[config.mk]
export PLATFORM = sky130hd
export DESIGN_NAME = link_err_reporter
export DESIGN_NICKNAME = d
export VERILOG_FILES = /design/src/hw/link_err_pkg.sv /design/src/hw/fc_credit_check.sv /design/src/hw/link_err_reporter.sv
export SDC_FILE = /design/constraint.sdc
export NUM_CORES = 1
export LEC_CHECK = 0
export ABC_AREA = 0
export ABC_CLOCK_PERIOD_IN_PS = 1400
export BUFFER_PORTS_ARGS = -buffer_cell sky130_fd_sc_hd__buf_2
export CAP_MARGIN = 20
export CORE_MARGIN = 4
export CORE_UTILIZATION = 25
export CTS_CLUSTER_DIAMETER = 50
export DETAILED_ROUTE_END_ITERATION = 8
export PLACE_DENSITY = 0.48
export SYNTH_ARGS = -nofsm -noshare
export SYNTH_HDL_FRONTEND = slang
export SYNTH_SLANG_ARGS = --single-unit
[constraint.sdc]
create_clock -name mclk -period 1.4 [get_ports mclk]
set_input_delay 0.14 -clock mclk [delete_from_list [all_inputs] [get_ports mclk]]
set_output_delay 0.14 -clock mclk [all_outputs]
set_load 0.01 [all_outputs]
[src/hw/link_err_pkg.sv]
// shared constants and types for the link error reporter
package link_err_pkg;

	////////////////////////////////////////////////////////////////////////
	// register map, byte addresses on the register port
	localparam int ADDR_W = 8;
	localparam logic [7:0] REG_ERR_STATUS = 8'h00;
	localparam logic [7:0] REG_IRQ_MASK = 8'h04;
	localparam logic [7:0] REG_SEVERITY = 8'h08;
	localparam logic [7:0] REG_MSG_MASK = 8'h0c;
	localparam logic [7:0] REG_CONTROL = 8'h10;
	localparam logic [7:0] REG_DEV_STATUS = 8'h14;

	////////////////////////////////////////////////////////////////////////
	// error status layout, shared by status, irq mask, severity, msg mask
	localparam int NUM_ERR = 7;
	localparam int NUM_UNC = 3;
	localparam int ERR_RX_OVERFLOW = 0;
	localparam int ERR_FC_PROTOCOL = 1;
	localparam int ERR_LINK_PROTOCOL = 2;
	localparam int ERR_BAD_TLP = 3;
	localparam int ERR_BAD_DLLP = 4;
	localparam int ERR_REPLAY_ROLLOVER = 5;
	localparam int ERR_REPLAY_TIMEOUT = 6;

	// control register bits
	localparam int CTL_COR_REPORT_EN = 0;
	localparam int CTL_NONFATAL_REPORT_EN = 1;
	localparam int CTL_FATAL_REPORT_EN = 2;
	localparam int CTL_SYSTEM_ERROR_EN = 3;
	localparam int CTL_W = 4;

	// device status bits
	localparam int DEV_COR_DETECTED = 0;
	localparam int DEV_NONFATAL_DETECTED = 1;
	localparam int DEV_FATAL_DETECTED = 2;
	localparam int DEV_SIGNALLED_SERR = 3;
	localparam int DEV_W = 4;

	// reset values
	localparam logic [6:0] ERR_RESET = 7'h00;
	localparam logic [6:0] IRQ_MASK_RESET = 7'h00;
	localparam logic [6:0] SEVERITY_RESET = 7'h01;
	localparam logic [6:0] MSG_MASK_RESET = 7'h00;
	localparam logic [3:0] CONTROL_RESET = 4'h0;
	localparam logic [3:0] DEV_RESET = 4'h0;

	////////////////////////////////////////////////////////////////////////
	// flow control credit limits
	localparam int HDR_W = 8;
	localparam int DATA_W = 12;
	localparam int SEQ_W = 12;
	localparam logic [7:0] HDR_MAX = 8'h7f;
	localparam logic [11:0] DATA_MAX = 12'h7ff;
	localparam logic [7:0] HDR_INIT_MIN = 8'h01;
	// smallest non-infinite data credit a partner may first advertise, plain default
	localparam logic [11:0] DATA_INIT_MIN = 12'h008;
	localparam logic [7:0] HDR_INFINITE = 8'h00;
	localparam logic [11:0] DATA_INFINITE = 12'h000;
	localparam int FC_TYPES = 4;

	////////////////////////////////////////////////////////////////////////
	// types
	typedef enum logic [1:0] {MSG_COR, MSG_NONFATAL, MSG_FATAL} msg_kind_t;

	typedef struct packed {
		logic valid;
		msg_kind_t kind;
	} msg_t;

	typedef struct packed {
		logic valid;
		logic [1:0] fc_type;
		logic [HDR_W-1:0] hdr;
		logic [DATA_W-1:0] data;
	} fc_adv_t;

endpackage

[src/hw/fc_credit_check.sv]
// flow control credit checker, one registered error pulse per cycle with a bad init or update advertisement
module fc_credit_check (
	// clock and reset
	input wire logic mclk,
	input wire logic arst_n,
	// credit advertisements from the partner
	input wire link_err_pkg::fc_adv_t fc_init,
	input wire link_err_pkg::fc_adv_t fc_update,
	// result
	output logic fc_err_q
);

	logic [link_err_pkg::FC_TYPES-1:0] inf_hdr_q;
	logic [link_err_pkg::FC_TYPES-1:0] inf_data_q;
	logic init_bad;
	logic update_bad;

	////////////////////////////////////////////////////////////////////////
	// remember which types were first advertised as infinite
	always_ff @(posedge mclk or negedge arst_n) begin
		if (!arst_n) begin
			inf_hdr_q <= '0;
			inf_data_q <= '0;
		end else if (fc_init.valid) begin
			inf_hdr_q[fc_init.fc_type] <= (fc_init.hdr == link_err_pkg::HDR_INFINITE);
			inf_data_q[fc_init.fc_type] <= (fc_init.data == link_err_pkg::DATA_INFINITE);
		end
	end

	always_comb begin
		init_bad = fc_init.valid && (
			(fc_init.hdr != link_err_pkg::HDR_INFINITE &&
				fc_init.hdr < link_err_pkg::HDR_INIT_MIN) ||
			(fc_init.data != link_err_pkg::DATA_INFINITE &&
				fc_init.data < link_err_pkg::DATA_INIT_MIN) ||
			fc_init.hdr > link_err_pkg::HDR_MAX ||
			fc_init.data > link_err_pkg::DATA_MAX);
		update_bad = fc_update.valid && (
			fc_update.hdr > link_err_pkg::HDR_MAX ||
			fc_update.data > link_err_pkg::DATA_MAX ||
			(inf_hdr_q[fc_update.fc_type] && fc_update.hdr != link_err_pkg::HDR_INFINITE) ||
			(inf_data_q[fc_update.fc_type] &&
				fc_update.data != link_err_pkg::DATA_INFINITE));
	end

	always_ff @(posedge mclk or negedge arst_n) begin
		if (!arst_n) begin
			fc_err_q <= 1'b0;
		end else begin
			fc_err_q <= init_bad || update_bad;
		end
	end

	fc_infinite_a: assert property (@(posedge mclk) disable iff (!arst_n)
		fc_update.valid && inf_data_q[fc_update.fc_type] &&
		fc_update.data != link_err_pkg::DATA_INFINITE |=> fc_err_q)
		else $error("nonzero update after infinite credit not flagged");

endmodule

[src/hw/link_err_reporter.sv]
// link and flow control error detection, status and message reporting
//
// Decided for this implementation: the plain strobed port and the placing of the registers.
module link_err_reporter (
	// clock and reset
	input wire logic mclk,
	input wire logic arst_n,
	// register port
	input wire logic [link_err_pkg::ADDR_W-1:0] reg_addr,
	input wire logic [31:0] reg_wdata,
	input wire logic reg_wr,
	input wire logic reg_rd,
	output logic [31:0] reg_rdata_q,
	// receive buffer
	input wire logic rx_hdr_overflow,
	input wire logic rx_data_overflow,
	// flow control advertisements
	input wire link_err_pkg::fc_adv_t fc_init,
	input wire link_err_pkg::fc_adv_t fc_update,
	// ack/nak
	input wire logic ack_valid,
	input wire logic [link_err_pkg::SEQ_W-1:0] ack_seq,
	input wire logic [link_err_pkg::SEQ_W-1:0] ackd_seq,
	input wire logic [link_err_pkg::SEQ_W-1:0] next_tx_seq,
	// received tlp end
	input wire logic tlp_end_valid,
	input wire logic tlp_edb,
	input wire logic lcrc_ok,
	input wire logic lcrc_inv_ok,
	input wire logic tlp_invalid,
	// received dllp
	input wire logic dllp_valid,
	input wire logic dllp_crc_ok,
	// replay
	input wire logic replay_rollover,
	input wire logic replay_timeout,
	// reporting
	output link_err_pkg::msg_t err_msg_q,
	output logic irq_q
);

	////////////////////////////////////////////////////////////////////////
	// functions

	// true when ack lies in ackd_seq .. next_tx_seq-1, modulo the sequence space
	function automatic logic seq_outstanding(input logic [11:0] ack, input logic [11:0] ackd,
		input logic [11:0] next);
		logic [11:0] off;
		logic [11:0] span;
		off = ack - ackd;
		span = next - 12'h001 - ackd;
		return off <= span;
	endfunction

	function automatic logic reg_hit(input logic [7:0] a, input logic [7:0] r);
		return a == r;
	endfunction

	////////////////////////////////////////////////////////////////////////
	// declarations
	logic fc_err_q;
	logic [link_err_pkg::NUM_ERR-1:0] ev;
	logic [link_err_pkg::NUM_ERR-1:0] err_status_q;
	logic [link_err_pkg::NUM_ERR-1:0] irq_mask_q;
	logic [link_err_pkg::NUM_ERR-1:0] severity_q;
	logic [link_err_pkg::NUM_ERR-1:0] msg_mask_q;
	logic [link_err_pkg::CTL_W-1:0] control_q;
	logic [link_err_pkg::DEV_W-1:0] dev_status_q;
	logic [link_err_pkg::NUM_ERR-1:0] unc_ev;
	logic [link_err_pkg::NUM_ERR-1:0] cor_ev;
	logic fatal_hit;
	logic nonfatal_hit;
	logic cor_hit;
	logic send_fatal;
	logic send_nonfatal;
	logic send_cor;
	logic rd_err;
	logic rd_dev;

	fc_credit_check u_fc (
		.mclk(mclk),
		.arst_n(arst_n),
		.fc_init(fc_init),
		.fc_update(fc_update),
		.fc_err_q(fc_err_q)
	);

	////////////////////////////////////////////////////////////////////////
	// error detection
	always_comb begin
		ev = '0;
		ev[link_err_pkg::ERR_RX_OVERFLOW] = rx_hdr_overflow || rx_data_overflow;
		ev[link_err_pkg::ERR_FC_PROTOCOL] = fc_err_q;
		ev[link_err_pkg::ERR_LINK_PROTOCOL] = ack_valid &&
			!seq_outstanding(ack_seq, ackd_seq, next_tx_seq);
		ev[link_err_pkg::ERR_BAD_TLP] = tlp_end_valid && (
			(tlp_edb && !lcrc_inv_ok) ||
			(!tlp_edb && !lcrc_ok) ||
			(!tlp_edb && lcrc_ok && tlp_invalid));
		ev[link_err_pkg::ERR_BAD_DLLP] = dllp_valid && !dllp_crc_ok;
		ev[link_err_pkg::ERR_REPLAY_ROLLOVER] = replay_rollover;
		ev[link_err_pkg::ERR_REPLAY_TIMEOUT] = replay_timeout;
	end

	////////////////////////////////////////////////////////////////////////
	// severity and message selection
	always_comb begin
		unc_ev = ev & {{(link_err_pkg::NUM_ERR-link_err_pkg::NUM_UNC){1'b0}},
			{link_err_pkg::NUM_UNC{1'b1}}};
		cor_ev = ev & ~unc_ev;
		fatal_hit = |(unc_ev & severity_q);
		nonfatal_hit = |(unc_ev & ~severity_q);
		cor_hit = |cor_ev;
		send_fatal = |(unc_ev & severity_q & ~msg_mask_q) &&
			control_q[link_err_pkg::CTL_FATAL_REPORT_EN];
		send_nonfatal = |(unc_ev & ~severity_q & ~msg_mask_q) &&
			control_q[link_err_pkg::CTL_NONFATAL_REPORT_EN];
		send_cor = |(cor_ev & ~msg_mask_q) &&
			control_q[link_err_pkg::CTL_COR_REPORT_EN];
		rd_err = reg_rd && reg_hit(reg_addr, link_err_pkg::REG_ERR_STATUS);
		rd_dev = reg_rd && reg_hit(reg_addr, link_err_pkg::REG_DEV_STATUS);
	end

	// one message per cycle; the most severe wins when several coincide
	always_ff @(posedge mclk or negedge arst_n) begin
		if (!arst_n) begin
			err_msg_q <= '{valid: 1'b0, kind: link_err_pkg::MSG_COR};
		end else if (send_fatal) begin
			err_msg_q <= '{valid: 1'b1, kind: link_err_pkg::MSG_FATAL};
		end else if (send_nonfatal) begin
			err_msg_q <= '{valid: 1'b1, kind: link_err_pkg::MSG_NONFATAL};
		end else if (send_cor) begin
			err_msg_q <= '{valid: 1'b1, kind: link_err_pkg::MSG_COR};
		end else begin
			err_msg_q <= '{valid: 1'b0, kind: link_err_pkg::MSG_COR};
		end
	end

	////////////////////////////////////////////////////////////////////////
	// sticky status, cleared by a read; a new event in the read cycle survives
	always_ff @(posedge mclk or negedge arst_n) begin
		if (!arst_n) begin
			err_status_q <= link_err_pkg::ERR_RESET;
		end else if (rd_err) begin
			err_status_q <= ev;
		end else begin
			err_status_q <= err_status_q | ev;
		end
	end

	always_ff @(posedge mclk or negedge arst_n) begin
		if (!arst_n) begin
			dev_status_q <= link_err_pkg::DEV_RESET;
		end else begin
			dev_status_q <= (rd_dev ? '0 : dev_status_q) | {
				(send_fatal || send_nonfatal) &&
					control_q[link_err_pkg::CTL_SYSTEM_ERROR_EN],
				fatal_hit,
				nonfatal_hit,
				cor_hit};
		end
	end

	////////////////////////////////////////////////////////////////////////
	// software-written configuration
	always_ff @(posedge mclk or negedge arst_n) begin
		if (!arst_n) begin
			irq_mask_q <= link_err_pkg::IRQ_MASK_RESET;
			severity_q <= link_err_pkg::SEVERITY_RESET;
			msg_mask_q <= link_err_pkg::MSG_MASK_RESET;
			control_q <= link_err_pkg::CONTROL_RESET;
		end else if (reg_wr) begin
			if (reg_hit(reg_addr, link_err_pkg::REG_IRQ_MASK)) begin
				irq_mask_q <= reg_wdata[link_err_pkg::NUM_ERR-1:0];
			end
			if (reg_hit(reg_addr, link_err_pkg::REG_SEVERITY)) begin
				severity_q <= reg_wdata[link_err_pkg::NUM_ERR-1:0] &
					{{(link_err_pkg::NUM_ERR-link_err_pkg::NUM_UNC){1'b0}},
					{link_err_pkg::NUM_UNC{1'b1}}};
			end
			if (reg_hit(reg_addr, link_err_pkg::REG_MSG_MASK)) begin
				msg_mask_q <= reg_wdata[link_err_pkg::NUM_ERR-1:0];
			end
			if (reg_hit(reg_addr, link_err_pkg::REG_CONTROL)) begin
				control_q <= reg_wdata[link_err_pkg::CTL_W-1:0];
			end
		end
	end

	////////////////////////////////////////////////////////////////////////
	// read data, one cycle after the read strobe, zero otherwise
	always_ff @(posedge mclk or negedge arst_n) begin
		if (!arst_n) begin
			reg_rdata_q <= '0;
		end else if (reg_rd) begin
			case (reg_addr)
				link_err_pkg::REG_ERR_STATUS: begin
					reg_rdata_q <= {25'h0000000, err_status_q};
				end
				link_err_pkg::REG_IRQ_MASK: begin
					reg_rdata_q <= {25'h0000000, irq_mask_q};
				end
				link_err_pkg::REG_SEVERITY: begin
					reg_rdata_q <= {25'h0000000, severity_q};
				end
				link_err_pkg::REG_MSG_MASK: begin
					reg_rdata_q <= {25'h0000000, msg_mask_q};
				end
				link_err_pkg::REG_CONTROL: begin
					reg_rdata_q <= {28'h0000000, control_q};
				end
				link_err_pkg::REG_DEV_STATUS: begin
					reg_rdata_q <= {28'h0000000, dev_status_q};
				end
				default: begin
					reg_rdata_q <= '0;
				end
			endcase
		end else begin
			reg_rdata_q <= '0;
		end
	end

	////////////////////////////////////////////////////////////////////////
	// interrupt, level while any status bit whose irq mask bit is set is itself set
	always_ff @(posedge mclk or negedge arst_n) begin
		if (!arst_n) begin
			irq_q <= 1'b0;
		end else begin
			irq_q <= |(err_status_q & irq_mask_q);
		end
	end

	////////////////////////////////////////////////////////////////////////
	// checks
	rx_overflow_set_a: assert property (@(posedge mclk) disable iff (!arst_n)
		rx_hdr_overflow || rx_data_overflow |=>
			err_status_q[link_err_pkg::ERR_RX_OVERFLOW] &&
			(dev_status_q[link_err_pkg::DEV_FATAL_DETECTED] ||
			dev_status_q[link_err_pkg::DEV_NONFATAL_DETECTED]))
		else $error("receive overflow not recorded");

	init_credit_low_a: assert property (@(posedge mclk) disable iff (!arst_n)
		fc_init.valid && fc_init.data != link_err_pkg::DATA_INFINITE &&
		fc_init.data < link_err_pkg::DATA_INIT_MIN |-> ##2
			err_status_q[link_err_pkg::ERR_FC_PROTOCOL])
		else $error("low initial credit not flagged");

	credit_limit_a: assert property (@(posedge mclk) disable iff (!arst_n)
		fc_update.valid && fc_update.data > link_err_pkg::DATA_MAX |-> ##2
			err_status_q[link_err_pkg::ERR_FC_PROTOCOL])
		else $error("excess data credit not flagged");

	ack_seq_check_a: assert property (@(posedge mclk) disable iff (!arst_n)
		ack_valid && !seq_outstanding(ack_seq, ackd_seq, next_tx_seq) |=>
			err_status_q[link_err_pkg::ERR_LINK_PROTOCOL])
		else $error("bad ack sequence not flagged");

	edb_tlp_bad_a: assert property (@(posedge mclk) disable iff (!arst_n)
		tlp_end_valid && tlp_edb && !lcrc_inv_ok |=>
			err_status_q[link_err_pkg::ERR_BAD_TLP] &&
			dev_status_q[link_err_pkg::DEV_COR_DETECTED])
		else $error("nullified tlp with bad lcrc not flagged");

	end_lcrc_bad_a: assert property (@(posedge mclk) disable iff (!arst_n)
		tlp_end_valid && !tlp_edb && !lcrc_ok |=> err_status_q[link_err_pkg::ERR_BAD_TLP])
		else $error("lcrc failure not flagged");

	end_invalid_tlp_a: assert property (@(posedge mclk) disable iff (!arst_n)
		tlp_end_valid && !tlp_edb && lcrc_ok && tlp_invalid |=>
			err_status_q[link_err_pkg::ERR_BAD_TLP])
		else $error("invalid tlp not flagged");

	dllp_crc_bad_a: assert property (@(posedge mclk) disable iff (!arst_n)
		dllp_valid && !dllp_crc_ok |=> err_status_q[link_err_pkg::ERR_BAD_DLLP] &&
			dev_status_q[link_err_pkg::DEV_COR_DETECTED])
		else $error("dllp crc failure not flagged");

	replay_rollover_a: assert property (@(posedge mclk) disable iff (!arst_n)
		replay_rollover |=> err_status_q[link_err_pkg::ERR_REPLAY_ROLLOVER] &&
			dev_status_q[link_err_pkg::DEV_COR_DETECTED])
		else $error("replay rollover not recorded");

	replay_timeout_a: assert property (@(posedge mclk) disable iff (!arst_n)
		replay_timeout |=> err_status_q[link_err_pkg::ERR_REPLAY_TIMEOUT] &&
			dev_status_q[link_err_pkg::DEV_COR_DETECTED])
		else $error("replay timeout not recorded");

	system_error_a: assert property (@(posedge mclk) disable iff (!arst_n)
		$rose(dev_status_q[link_err_pkg::DEV_SIGNALLED_SERR]) |->
			err_msg_q.valid && err_msg_q.kind != link_err_pkg::MSG_COR &&
			$past(control_q[link_err_pkg::CTL_SYSTEM_ERROR_EN]))
		else $error("system error without uncorrectable message");

	masked_no_msg_a: assert property (@(posedge mclk) disable iff (!arst_n)
		(ev & ~msg_mask_q) == '0 |=> !err_msg_q.valid)
		else $error("message sent for masked error");

	cor_msg_sent_a: assert property (@(posedge mclk) disable iff (!arst_n)
		cor_hit && (cor_ev & ~msg_mask_q) != '0 && unc_ev == '0 &&
		control_q[link_err_pkg::CTL_COR_REPORT_EN] |=>
			err_msg_q.valid && err_msg_q.kind == link_err_pkg::MSG_COR)
		else $error("correctable message missing");

endmodule

==> results by group <==
Power and ir drop
  – P_int: 3.362 mW
  – Maximum VDD drop: 0.0006043 V
  – PD cells: 797.3 nW/um^2
  – Leak Pwr: 2.952 nW
  – Switch share: 0.3084
  – Final Power: 4.861 mW
  – Comb pwr share: 0.383
  – Reg power frac: 0.328
  – Clk pwr share: 0.288
  – Switching pwr: 1.499 mW

Detailed routing
  – DR vias/cell: 4.559
  – Routed via count: 3866
  – Post-Route WL: 12020 um
  – Initial drt markers: 115
  – # DRC: 0
  – Drt pass-1 iters: 4
  – Average wire per standard cell: 14.17 um
  – Antenna viol nets, final: 0

Logic synthesis
  – Largest area contributor in the netlist: dfrtp_1
  – Synth Area in Simple Gates: 0.1731
  – Register bit total from synthesis: 52
  – Number of flops mapped to enable cells by yosys: 0
  – Post-Syn Area: 4026 sq um
  – Top_reg_cell synth: dfrtp_1
  – Area share of fa/ha/maj cells after synthesis: 0.1156
  – Syn_area_per_cell: 9.609 sq um
  – Synth Area in Compound Gates: 0.1485
  – Mux cell area share after synthesis: 0.1156
  – Seq/Total Area, Yosys: 0.3235
  – Post-synth ARST share: 1.000
  – Area share of the largest cell type after synthesis: 0.3170
  – Largest family of logic cells by synthesized area: simple AND/OR/NAND/NOR gates
  – Synth top area cells: dfrtp_1 (32%), ha_1 (11%), mux2_2 (7.8%), buf_4 (4.7%), nand2_1 (3.6%)
  – Distinct cell type count after synthesis: 66
  – Post-Synthesis Cells: 419
  – Post-synthesis xor/xnor area fraction: 0.04133
  – YS warnings: 0

Place
  – Pre-CTS setup slack: -2.072 ns
  – HPWL after DPL: 10020 um
  – Area after DPL: 5588 sq um
  – GPL Wtd Cong: 0.8545
  – IO buf count: 123
  – Cells after DPL: 828

Setup path
  – Most frequent CP cell: ha_4
  – Slowest CP cell: or3b_4
  – CP Cell Sequence: buf_2, clkinvlp_4, ha_4, a2111oi_4, a211oi_2, o2111ai_1, or3b_4, ha_4, nand4_1, o31a_1, nand3_1, o311ai_2, o211a_1, a221o_1
  – Maximum fanout along the worst path: 3
  – Setup CP Type: input port to flop
  – CP endpoint: dev_status_q[3]$_DFF_PN0_
  – Crit end category: flop
  – CP startpoint kind: input port
  – Critical path arrival: 3.14 ns
  – Worst setup startpoint: ackd_seq[6]
  – FF-to-FF Start: severity_q[0]$_DFFE_PN1P_
  – CP required: 1.58 ns
  – R2R depth: 7
  – Critical path's largest stage delay: 0.41 ns
  – Reg2reg end: err_msg_q[0]$_DFF_PN0_
  – Reg2reg setup slack: -0.11 ns

Timing
  – Final Cycle Share: 2.117
  – Final hold vios: 0
  – Slew Viols, Final: 0
  – Clk_skew: 0.007298 ns
  – Period minus WS final: 2.963 ns
  – Endpoints failing setup: 22
  – Setup WS post-layout: -1.563 ns
  – Fmax: 337.4 MHz
  – RSZ-0062 raised after global routing: true

Floorplan
  – Num rows: 46
  – Core Area: 15830 sq um
  – Die Ht: 134.9 um
  – Die ar.: 18200 sq um
  – Initial Util: 0.2544
  – Io pins: 174
  – Die width: 134.9 um

Cells and area
  – Area grow syn2layout: 51.43%
  – # nets final: 805
  – Final cell count without fillers: 848
  – # fillers: 1606
  – Fin util: 0.3852
  – Area of all placed cells without fillers: 6097 sq um
  – Antenna cells: 0
  – Share of layout cells above drive strength 1: 0.5111

Run
  – Max-cap violations: 0

Clocking
  – Total CTS buffers: 5
  – Clock sink count: 52
  – CTS Root Cell: clkbuf_16
  – CTS max path bufs: 2
  – Clock transition at path regs: 0.07 ns
  – Worst-skew pair later-pin latency: 0.29 ns
  – CTS tree: done
  – H-tree depth: 2

GRT
  – Initial antenna violation count: 0
  – Total Routing Usage GR: 0.1324
  – Pin count of the biggest net entering global routing: 53
  – Vias in the first global route: 4200
  – First-pass GRT wire length: 19800 um
  – Grt ovf: 0

Status
  – Status: finished with violations
  – Failing checks: negative setup slack

Min path
  – Worst Hold Class: input port to flop
[layout by cell type (no fill, tap or decap), types with 5 or more instances in the layout]
cell type | synthesis | routed
ha_1 | 34 | 25
buf_2 | 0 | 119
xnor2_1 | 9 | 9
ha_4 | 0 | 8
buf_4 | 25 | 81
nand3_1 | 15 | 12
a21oi_2 | 0 | 8
buf_6 | 0 | 8
a21oi_1 | 15 | 7
conb_1 | 1 | 25
dfrtp_1 | 51 | 51
nor2_1 | 20 | 18
mux2_4 | 5 | 9
xor2_1 | 10 | 10
nand2_2 | 1 | 8
nand4_1 | 5 | 5
nor4_1 | 6 | 5
nor3_1 | 8 | 7
o21ai_0 | 17 | 11
a21o_1 | 8 | 8
a22oi_1 | 11 | 7
inv_1 | 27 | 22
mux2_2 | 28 | 24
nand2_1 | 39 | 31
clkbuf_16 | 0 | 5
[synthesized netlist by cell type, types with 3 or more instances]
cell type and instances:
dfrtp_1 51, nand2_1 39, ha_1 34, mux2_2 28
inv_1 27, buf_4 25, nor2_1 20, o21ai_0 17
a21oi_1 15, nand3_1 15, a22oi_1 11, xor2_1 10
xnor2_1 9, a21o_1 8, nor3_1 8, nor4_1 6
mux2_4 5, nand4_1 5, a211oi_1 4, clkbuf_1 4
nand3b_1 4, nor2b_1 4, or4_1 4, a2111oi_0 3
mux2i_1 3, o21ai_1 3, o311ai_0 3, or3_1 3
[power by group through the flow]
stage	combinational (mW)	clock, mW	sequential (mW)
2_1_floorplan	1.00	0	1.61
3_3_place_gp	1.64	0	1.62
3_5_place_dp	1.66	0	1.62
4_1_cts	1.75	1.46	1.59
5_1_grt	2.07	1.51	1.60
6_report	1.86	1.40	1.60
[registers in the layout (all words and copies together), names as in the netlist, 4 cells and up]
signal and cells:
irq_mask_q 7, u_fc.inf_data_q 4, reg_rdata_q 7, msg_mask_q 7, u_fc.inf_hdr_q 4, dev_status_q 4
err_status_q 7, control_q 4
[worst min path at each step]
stage / startpoint / slack, ns / cells after the start / to
2_1_floorplan: arst_n / -0.16 / 0 / control_q[0]$_DFFE_PN0P_
3_3_place_gp: arst_n / 0.15 / 2 / reg_rdata_q[1]$_DFF_PN0_
4_1_cts: replay_rollover / 0.06 / 2 / err_status_q[5]$_DFF_PN0_
3_5_place_dp: arst_n / 0.16 / 2 / reg_rdata_q[0]$_DFF_PN0_
5_1_grt: replay_rollover / 0.07 / 2 / err_status_q[5]$_DFF_PN0_
6_report: replay_rollover / 0.07 / 2 / err_status_q[5]$_DFF_PN0_
[logic make-up (layout without fill, tap and decap cells)]
group,after synthesis,count (layout)
multiplexers,38,38
other,1,25
XOR/XNOR,19,19
adder cells (fa/ha/maj),36,36
AND/OR/NAND/NOR,128,128
buffers and inverters,58,247
flip-flops,52,52
AO/OA/AOI/OAI,87,87
[critical path: cells and delay by family]
kind	cells	cell delay, ns
AOI/OAI and AO/OA	7	1.61
and+or+nand+nor	3	0.64
adders and majority gates	2	0.54
buffers and inverters	2	0.22
[stage by stage]
step / setup TNS (ns) / hold WS, ns
after detailed placement: -24.36 / 0.1584
after CTS: -10.26 / 0.06091
after floorplan: -15.41 / -0.1556
after global routing: -12.67 / 0.06900
final: -10.56 / 0.06809
after global placement: -22.97 / 0.1520
[metal layers]
metal	up-vias	track usage	routed length (um)
met3	11	0.02049	487
met5	-	0	0
met4	0	0.03450	160
met1	1855	0.1609	5235
met2	83	0.2429	6132
li1	1917	-	-
[layout make-up]
type	instances	area, sq um	share of cell area
Multi-Input combinational cell	333	2872	0.4710
Timing Repair Buffer	212	1359	0.2229
Sequential cell	52	1303	0.2136
Tap cell	216	270.3	0.04433
Clock buffer	6	128.9	0.02114
Inverter	27	126.4	0.02073
Clock inverter	2	38.79	0.006362
[what timing repair did]
item | 4_1_cts | 5_1_grt
resized for setup | 22 | 33
hold endpoints to repair | 51 | 0
hold buffers | 1 | 0
endpoints found under the setup margin | 27 | 37
pin swaps | 9 | 18
buffers inserted | 7 | 4
No activity file was read; power rests on OpenSTA's default activity.
